==> config.mk <==
export PLATFORM = sky130hd
export DESIGN_NAME = sld_core
export DESIGN_NICKNAME = d
export VERILOG_FILES = /design/src/sld_pkg.sv /design/src/sld_core.sv /design/src/sld_sync.sv
export SDC_FILE = /design/constraint.sdc
export NUM_CORES = 1
export LEC_CHECK = 0
export BUFFER_PORTS_ARGS = -buffer_cell sky130_fd_sc_hd__buf_4
export CORE_ASPECT_RATIO = 1.25
export CORE_UTILIZATION = 62
export CTS_CLUSTER_DIAMETER = 50
export DETAILED_ROUTE_END_ITERATION = 10
export GPL_TIMING_DRIVEN = 0
export PLACE_DENSITY_LB_ADDON = 0.12
export SYNTH_ARGS = -nofsm -noshare
export SYNTH_HDL_FRONTEND = slang
export SYNTH_SLANG_ARGS = --single-unit
==> constraint.sdc <==
create_clock -name i_clock -period 3.8 [get_ports i_clock]
set_input_delay 0.19 -clock i_clock [delete_from_list [all_inputs] [get_ports i_clock]]
set_output_delay 0.19 -clock i_clock [all_outputs]
set_load 0.01 [all_outputs]
==> src/sld_pkg.sv <==
// Package of constants and carrier types for the serial latched LED sink logic
package sld_pkg;
  localparam int unsigned NUM_OUTPUTS = 16;
  localparam int unsigned SYNC_STAGES = 3;
  localparam logic [15:0] SHIFT_RESET = 16'h0000;
  localparam logic [15:0] LATCH_RESET = 16'h0000;
  localparam logic [15:0] SINK_RESET = 16'h0000;
  localparam int unsigned LAST_STAGE = 15;

  // Pin levels, carried both raw and after synchronisation
  typedef struct packed {
    logic data;
    logic clock;
    logic latch_en;
    logic blank;
  } sld_pins_t;
endpackage : sld_pkg

==> src/sld_core.sv <==
// Serial latched LED sink logic: shift register, latches and blanking
// Overview of operation
// - Each rising serial clock edge loads serial data into stage zero.
// - Each rising serial clock edge moves every stage one step toward serial out.
// - While latch enable is high, each latch copies its shift stage.
// - Latches stay transparent and follow the shift stages while latch enable is high.
// - Output enable high switches every sink off regardless of latches.
// - Output enable never changes latch contents.
// - Output enable low drives each sink from its own latch.
`timescale 1ns/10ps
module sld_core (
  input wire logic i_clock,
  input wire logic i_rst_b,
  input wire logic i_ce,
  input wire logic i_ser_data,
  input wire logic i_ser_clock,
  input wire logic i_latch_en,
  input wire logic i_out_blank,
  output logic o_ser_data,
  output logic [15:0] o_sink_on
);
  // ------------------------------------------------------------
  // Pin synchronisers
  // ------------------------------------------------------------
  sld_pkg::sld_pins_t raw;
  sld_pkg::sld_pins_t pins;
  logic data_lvl;
  logic clock_lvl;
  logic latch_lvl;
  logic blank_lvl;

  assign raw = '{data: i_ser_data, clock: i_ser_clock, latch_en: i_latch_en,
                 blank: i_out_blank};
  // Each filtered level has one driver; the struct only carries them together
  assign pins = '{data: data_lvl, clock: clock_lvl, latch_en: latch_lvl,
                  blank: blank_lvl};

  // Filtered levels lag their pins by four clock edges
  sld_sync u_sync_data (
    .i_clock(i_clock),
    .i_rst_b(i_rst_b),
    .i_ce(i_ce),
    .i_pin(raw.data),
    .i_init(1'b0),
    .o_level(data_lvl)
  );

  sld_sync u_sync_clock (
    .i_clock(i_clock),
    .i_rst_b(i_rst_b),
    .i_ce(i_ce),
    .i_pin(raw.clock),
    .i_init(1'b0),
    .o_level(clock_lvl)
  );

  sld_sync u_sync_latch (
    .i_clock(i_clock),
    .i_rst_b(i_rst_b),
    .i_ce(i_ce),
    .i_pin(raw.latch_en),
    .i_init(1'b0),
    .o_level(latch_lvl)
  );

  sld_sync u_sync_blank (
    .i_clock(i_clock),
    .i_rst_b(i_rst_b),
    .i_ce(i_ce),
    .i_pin(raw.blank),
    .i_init(1'b0),
    .o_level(blank_lvl)
  );

  // ------------------------------------------------------------
  // State
  // ------------------------------------------------------------
  typedef struct packed {
    logic clk_prev;
    logic [15:0] shift;
    logic [15:0] latch;
    logic [15:0] sink;
    logic sdo;
  } sld_core_state_t;

  sld_core_state_t st_q;
  sld_core_state_t st_d;
  logic rise;
  logic [15:0] shift_next;

  // ------------------------------------------------------------
  // Serial clock edge detection
  // ------------------------------------------------------------
  // Previous level resets low like the idle serial clock, so reset makes no false edge
  assign rise = pins.clock & ~st_q.clk_prev;

  // ------------------------------------------------------------
  // Next state
  // ------------------------------------------------------------
  always_comb begin
    st_d = st_q;
    st_d.clk_prev = pins.clock;

    // Shift register: data enters stage zero, stage 15 leaves toward serial out
    shift_next = st_q.shift;
    if (rise) begin
      shift_next = {st_q.shift[14:0], pins.data};
    end
    st_d.shift = shift_next;

    // Transparent latch: follows the updated stages while enabled
    // Closed latches keep their value; blanking has no path into them
    if (pins.latch_en) begin
      st_d.latch = shift_next;
    end

    // Sinks: blanking gates the drivers only, after the latches
    if (pins.blank) begin
      st_d.sink = '0;
    end else begin
      st_d.sink = st_d.latch;
    end

    // Cascade output mirrors the last stage
    st_d.sdo = shift_next[sld_pkg::LAST_STAGE];
  end

  // ------------------------------------------------------------
  // Registers
  // ------------------------------------------------------------
  always_ff @(posedge i_clock) begin
    if (!i_rst_b) begin
      st_q.clk_prev <= 1'b0;
      st_q.shift <= sld_pkg::SHIFT_RESET;
      st_q.latch <= sld_pkg::LATCH_RESET;
      st_q.sink <= sld_pkg::SINK_RESET;
      st_q.sdo <= 1'b0;
    end else if (i_ce) begin
      st_q <= st_d;
    end
  end

  // ------------------------------------------------------------
  // Outputs
  // ------------------------------------------------------------
  assign o_ser_data = st_q.sdo;
  assign o_sink_on = st_q.sink;

  // ------------------------------------------------------------
  // Assertions
  // ------------------------------------------------------------
  shift_capture_a: assert property (@(posedge i_clock) disable iff (!i_rst_b)
    (i_ce && rise) |=> st_q.shift[0] == $past(pins.data))
    else $error("stage zero missed serial data");

  shift_move_a: assert property (@(posedge i_clock) disable iff (!i_rst_b)
    (i_ce && rise) |=> st_q.shift[15:1] == $past(st_q.shift[14:0]))
    else $error("shift did not advance");

  shift_hold_a: assert property (@(posedge i_clock) disable iff (!i_rst_b)
    (i_ce && !rise) |=> $stable(st_q.shift))
    else $error("shift moved without edge");

  latch_copy_a: assert property (@(posedge i_clock) disable iff (!i_rst_b)
    (i_ce && pins.latch_en) |=> st_q.latch == st_q.shift)
    else $error("latch not transparent");

  latch_follow_a: assert property (@(posedge i_clock) disable iff (!i_rst_b)
    (i_ce && pins.latch_en && rise) |=> st_q.latch[0] == $past(pins.data))
    else $error("latch did not follow new data");

  latch_hold_a: assert property (@(posedge i_clock) disable iff (!i_rst_b)
    (i_ce && !pins.latch_en) |=> $stable(st_q.latch))
    else $error("latch changed while closed");

  blank_keep_a: assert property (@(posedge i_clock) disable iff (!i_rst_b)
    (i_ce && !pins.latch_en && $changed(pins.blank)) |=> $stable(st_q.latch))
    else $error("blanking disturbed latches");

  blank_off_a: assert property (@(posedge i_clock) disable iff (!i_rst_b)
    (i_ce && pins.blank) |=> o_sink_on == 16'h0000)
    else $error("sinks on while blanked");

  sink_follow_a: assert property (@(posedge i_clock) disable iff (!i_rst_b)
    (i_ce && !pins.blank) |=> o_sink_on == st_q.latch)
    else $error("sinks differ from latches");

  cascade_out_a: assert property (@(posedge i_clock) disable iff (!i_rst_b)
    (i_ce && rise) |=> o_ser_data == $past(st_q.shift[14]))
    else $error("serial out not last stage");

  cascade_hold_a: assert property (@(posedge i_clock) disable iff (!i_rst_b)
    (i_ce && !rise) |=> $stable(o_ser_data))
    else $error("serial out moved without edge");

  edge_once_a: assert property (@(posedge i_clock) disable iff (!i_rst_b)
    (i_ce && rise) |=> !rise)
    else $error("one serial clock edge seen twice");

  blank_latch_a: assert property (@(posedge i_clock) disable iff (!i_rst_b)
    (i_ce && pins.latch_en && pins.blank) |=> st_q.latch == st_q.shift)
    else $error("blanking stopped latch update");

  sink_open_a: assert property (@(posedge i_clock) disable iff (!i_rst_b)
    (i_ce && pins.latch_en && !pins.blank) |=> o_sink_on == st_q.shift)
    else $error("open latch sinks differ from stages");

  sink_closed_a: assert property (@(posedge i_clock) disable iff (!i_rst_b)
    (i_ce && !pins.latch_en && !pins.blank) |=> o_sink_on == $past(st_q.latch))
    else $error("closed latch sinks changed");

  // Clock enable low freezes every register, synchronisers included
  freeze_state_a: assert property (@(posedge i_clock) disable iff (!i_rst_b)
    !i_ce |=> $stable(st_q))
    else $error("state moved while clock enable low");

  // Reset check runs during reset itself, so it has no disable
  reset_clear_a: assert property (@(posedge i_clock)
    !i_rst_b |=> (o_sink_on == sld_pkg::SINK_RESET && o_ser_data == 1'b0))
    else $error("outputs not cleared by reset");
endmodule : sld_core

==> src/sld_sync.sv <==
// Three-flop pin synchroniser with agreement filter
`timescale 1ns/10ps
module sld_sync (
  input wire logic i_clock,
  input wire logic i_rst_b,
  input wire logic i_ce,
  input wire logic i_pin,
  input wire logic i_init,
  output logic o_level
);
  typedef struct packed {
    logic s1;
    logic s2;
    logic s3;
    logic lvl;
  } sld_sync_state_t;

  sld_sync_state_t st_q;
  sld_sync_state_t st_d;

  always_comb begin
    st_d = st_q;
    st_d.s1 = i_pin;
    st_d.s2 = st_q.s1;
    st_d.s3 = st_q.s2;
    // A change counts once the second and third stages agree
    if (st_q.s2 == st_q.s3) begin
      st_d.lvl = st_q.s3;
    end
  end

  always_ff @(posedge i_clock) begin
    if (!i_rst_b) begin
      // Every stage starts at the pin's idle level, so reset makes no false change
      st_q <= '{s1: i_init, s2: i_init, s3: i_init, lvl: i_init};
    end else if (i_ce) begin
      st_q <= st_d;
    end
  end

  assign o_level = st_q.lvl;
endmodule : sld_sync

==> summary.md <==
| Metric | Value |
|---|---|
| Required time reported for the critical path endpoint | `4.09 ns` |
| RSZ-0062 raised after global routing | `no` |
| Number of setup violations in the final report | `0` |
| Leakage | `1.32 nW` |
| Area growth from synthesis to layout | `15.8%` |
| Critical path class | `flip-flop to flip-flop` |
| Maximum resistive drop on vdd | `250 µV` |
| Vias in the first global route | `2,029` |
| Worst-case reg-to-reg path depth | `5` |
| Crit path capture type | `flip-flop` |
| CTS tree | `built` |
| Yosys synthesis warning count | `0` |
| Row Count | `27` |
| Clock Sinks | `65` |
| Cell-internal power | `1.08 mW` |
| Initial antenna violation count | `0` |
| DRT antenna net count | `0` |
| Synthesized area divided by synthesized cell count | `9.55 µm²` |
| Most common cell after layout, fill and taps aside | `sky130_fd_sc_hd__dfxtp_1` |
| Clock-pin transition on the worst setup and hold timing paths | `0.07 ns` |
| Synthesized netlist cell count | `300` |
| Min-Delay Path Depth | `3` |
| Part of the power in the clock network | `45.8%` |
| # H-tree levels | `3` |
| Part of the power in combinational logic | `3.4%` |
| Total power | `1.35 mW` |
| Worst setup SP type | `flip-flop` |
| Sequential cell fraction of total power | `50.9%` |
| Worst-path maximum fanout | `10` |
| N_diodes | `0` |
| Area taken by flip-flops and latches | `0.00130 mm²` |
| Final clock skew | `0.00682 ns` |
| Reported max-cap violation count | `0` |
| Number of buffers and inverters on the critical path | `2` |
| Cell with the biggest individual delay on the critical path | `sky130_fd_sc_hd__dfxtp_1` |
| Final period demand of the worst path | `1.52 ns` |
| Number of storage elements in the synthesis netlist | `65` |
| Largest net degree at the start of global routing | `11` |
| Reported net switching power | `0.280 mW` |
| Die Width | `62.8 µm` |
| Most frequently used flop master after synthesis | `sky130_fd_sc_hd__dfxtp_1` |
| Ordered list of cells on the worst path | `nor2b_2 > buf_6 > buf_12 > mux2i_1 > o221a_1` |
| Number of vias after detailed routing | `2,137` |
| Number of setup buffers added after CTS | `0` |
| Final setup TNS | `0 ns` |
| Slew @ Worst Pin | `0.469 ns` |
| Final hold vios | `0` |
| Insertion delay of the later-clocked pin in the worst-skew pair | `0.35 ns` |
| Most used cells in the layout excluding fill and tap cells | `sky130_fd_sc_hd__dfxtp_1, sky130_fd_sc_hd__buf_4, sky130_fd_sc_hd__nand2_1` |
| Fraction of the cycle the final worst path needs | `39.9%` |
| Cell family with most CP delay | `flip-flops` |
| DP Wirelength | `3760 µm` |
| Top achievable clock speed | `659 MHz` |
| Routability congestion estimate from global placement | `0.782` |
| Post-synthesis instance area | `0.00286 mm²` |
| Yosys cell types | `30` |
| Filler Cells Inserted | `348` |
| Worst slew margin relative to its limit | `68.7%` |
| Area of the multi-input gates | `0.00131 mm²` |
| Critical path arrival | `1.81 ns` |
| Synthesized netlist net count | `307` |
| Async S/R FF share, synth | `0%` |
| Outcome | `finished clean` |
| Final standard cell area without fillers | `0.00332 mm²` |
| PD cells | `409 mW/mm²` |
| Number of buffers inserted for hold repair after clock tree synthesis | `0` |
| Aggregate global-route resource usage | `23.8%` |
| Slowest cell delay on critical path | `0.41 ns` |
| Final Slew Violations | `0` |
| Crit. path cell count | `5` |
| Worst min-delay path class | `primary input to flip-flop` |
| Master cell of the clock root buffer | `sky130_fd_sc_hd__clkbuf_8` |
| CORE AREA | `0.00443 mm²` |
| Number of synthesized flops with an enable pin | `0` |
| Instance area at placement | `0.00310 mm²` |
| Buffers added on ports | `22` |
| Max Root-Sink Buffers | `2` |
| Initial Util | `64.7%` |
| Global-route wire length before repair | `8850 µm` |
| DRC Markers | `0` |
| Post-Route WL | `5320 µm` |
| Avg WL per Cell | `13.5 µm` |
| TritonCTS Buffers | `9` |
| Sequential element share of the synthesized area | `45.4%` |
| Via count normalized by instance count | `5.41` |
| CTS-repair resized insts | `0` |
| Number of iterations in the first detailed-routing pass | `5` |
| Total congestion overflow after global routing | `0` |
| Height of the die | `78.0 µm` |
| Violation count after the first detailed-routing iteration | `156` |
| Fraction of layout cells with a size suffix above 1 | `22.6%` |
| Final layout net count | `340` |
| Total Die Area | `0.00490 mm²` |
| Ports placed on the boundary | `24` |
| Final cell utilization of the core | `74.9%` |
| Share of total power consumed by net switching | `20.6%` |
-- cell type report --
type	instances	area share, %
multi-input cells	195	39.5
flip-flops and latches	65	39.2
plain buffers	38	7.43
clock buffers	13	5.40
repair buffers	22	4.98
well taps	58	2.19
clock inverters	2	1.06
inverters	2	0.226
-- power groups by stage --
stage / Clock [mW] / Sequential [mW] / Combinational (mW)
floorplan: 0 / 0.703 / 0.0319
global placement: 0 / 0.704 / 0.0452
detailed placement: 0 / 0.704 / 0.0457
CTS: 0.624 / 0.689 / 0.0458
global route: 0.647 / 0.689 / 0.0494
finish: 0.620 / 0.689 / 0.0454
-- synthesized netlist by cell type (all sizes together), types with 2 or more instances --
master | number | area (µm²)
nand3b | 2 | 15.0
a21oi | 2 | 10.0
o31ai | 2 | 20.0
buf | 28 | 206
clkbuf | 10 | 40.0
nor2b | 29 | 184
nand2b | 2 | 12.5
a22o | 13 | 114
dfxtp | 65 | 1300
o221a | 13 | 146
nor2 | 28 | 105
o21ai | 7 | 35.0
a21boi | 20 | 150
a21o | 4 | 30.0
mux2i | 29 | 290
nand2 | 37 | 139
o2bb2a | 2 | 20.0
inv | 2 | 7.51
-- sequential cells by signal, indices dropped and copies added, names as in the netlist, 2 cells and up --
register           cells
o_sink_on             16
st_q                  33
u_sync_blank.st_d      2
u_sync_clock.st_d      2
u_sync_data.st_d       2
u_sync_latch.st_d      2
-- final timing paths --
check / start / end / slack (ns)
worst min-delay path: i_ser_clock / u_sync_clock.st_d[2] / 0.10
worst min register to register: u_sync_blank.st_q[1] / u_sync_blank.o_level / 0.48
worst max register to register: u_sync_clock.o_level / st_q[26] / 2.28
worst max-delay path: u_sync_clock.o_level / st_q[26] / 2.28
-- metal layers --
layer  vias up  global-route usage [%]  wire (µm)
met2        56                    41.0       2600
met5         -                       0          0
met3        10                    4.71        234
li1       1079                       -          -
met4         0                    14.4        127
met1       992                    27.0       2360
-- kinds of logic after synthesis --
logic type | Yosys count | synth area share [%]
buffers and inverters | 40 | 8.87
flip-flops | 65 | 45.4
AO/OA/AOI/OAI | 65 | 18.9
multiplexers | 29 | 10.1
AND/OR/NAND/NOR | 101 | 16.6
-- stage by stage --
step                hold slack (ns)  instances  setup slack [ns]
floorplan                     0.359        300              2.55
global placement              0.449        380              2.37
detailed placement            0.455        380              2.33
CTS                          0.0971        395              2.28
global route                  0.106        395              2.20
finish                        0.104        395              2.28
-- tightest hold or removal path: cells and delay by family --
family | cells | cell delay (ns)
buf+inv | 1 | 0.08
simple gates | 1 | 0.09
mux | 1 | 0.05
Power figures use the tool's default switching activity.
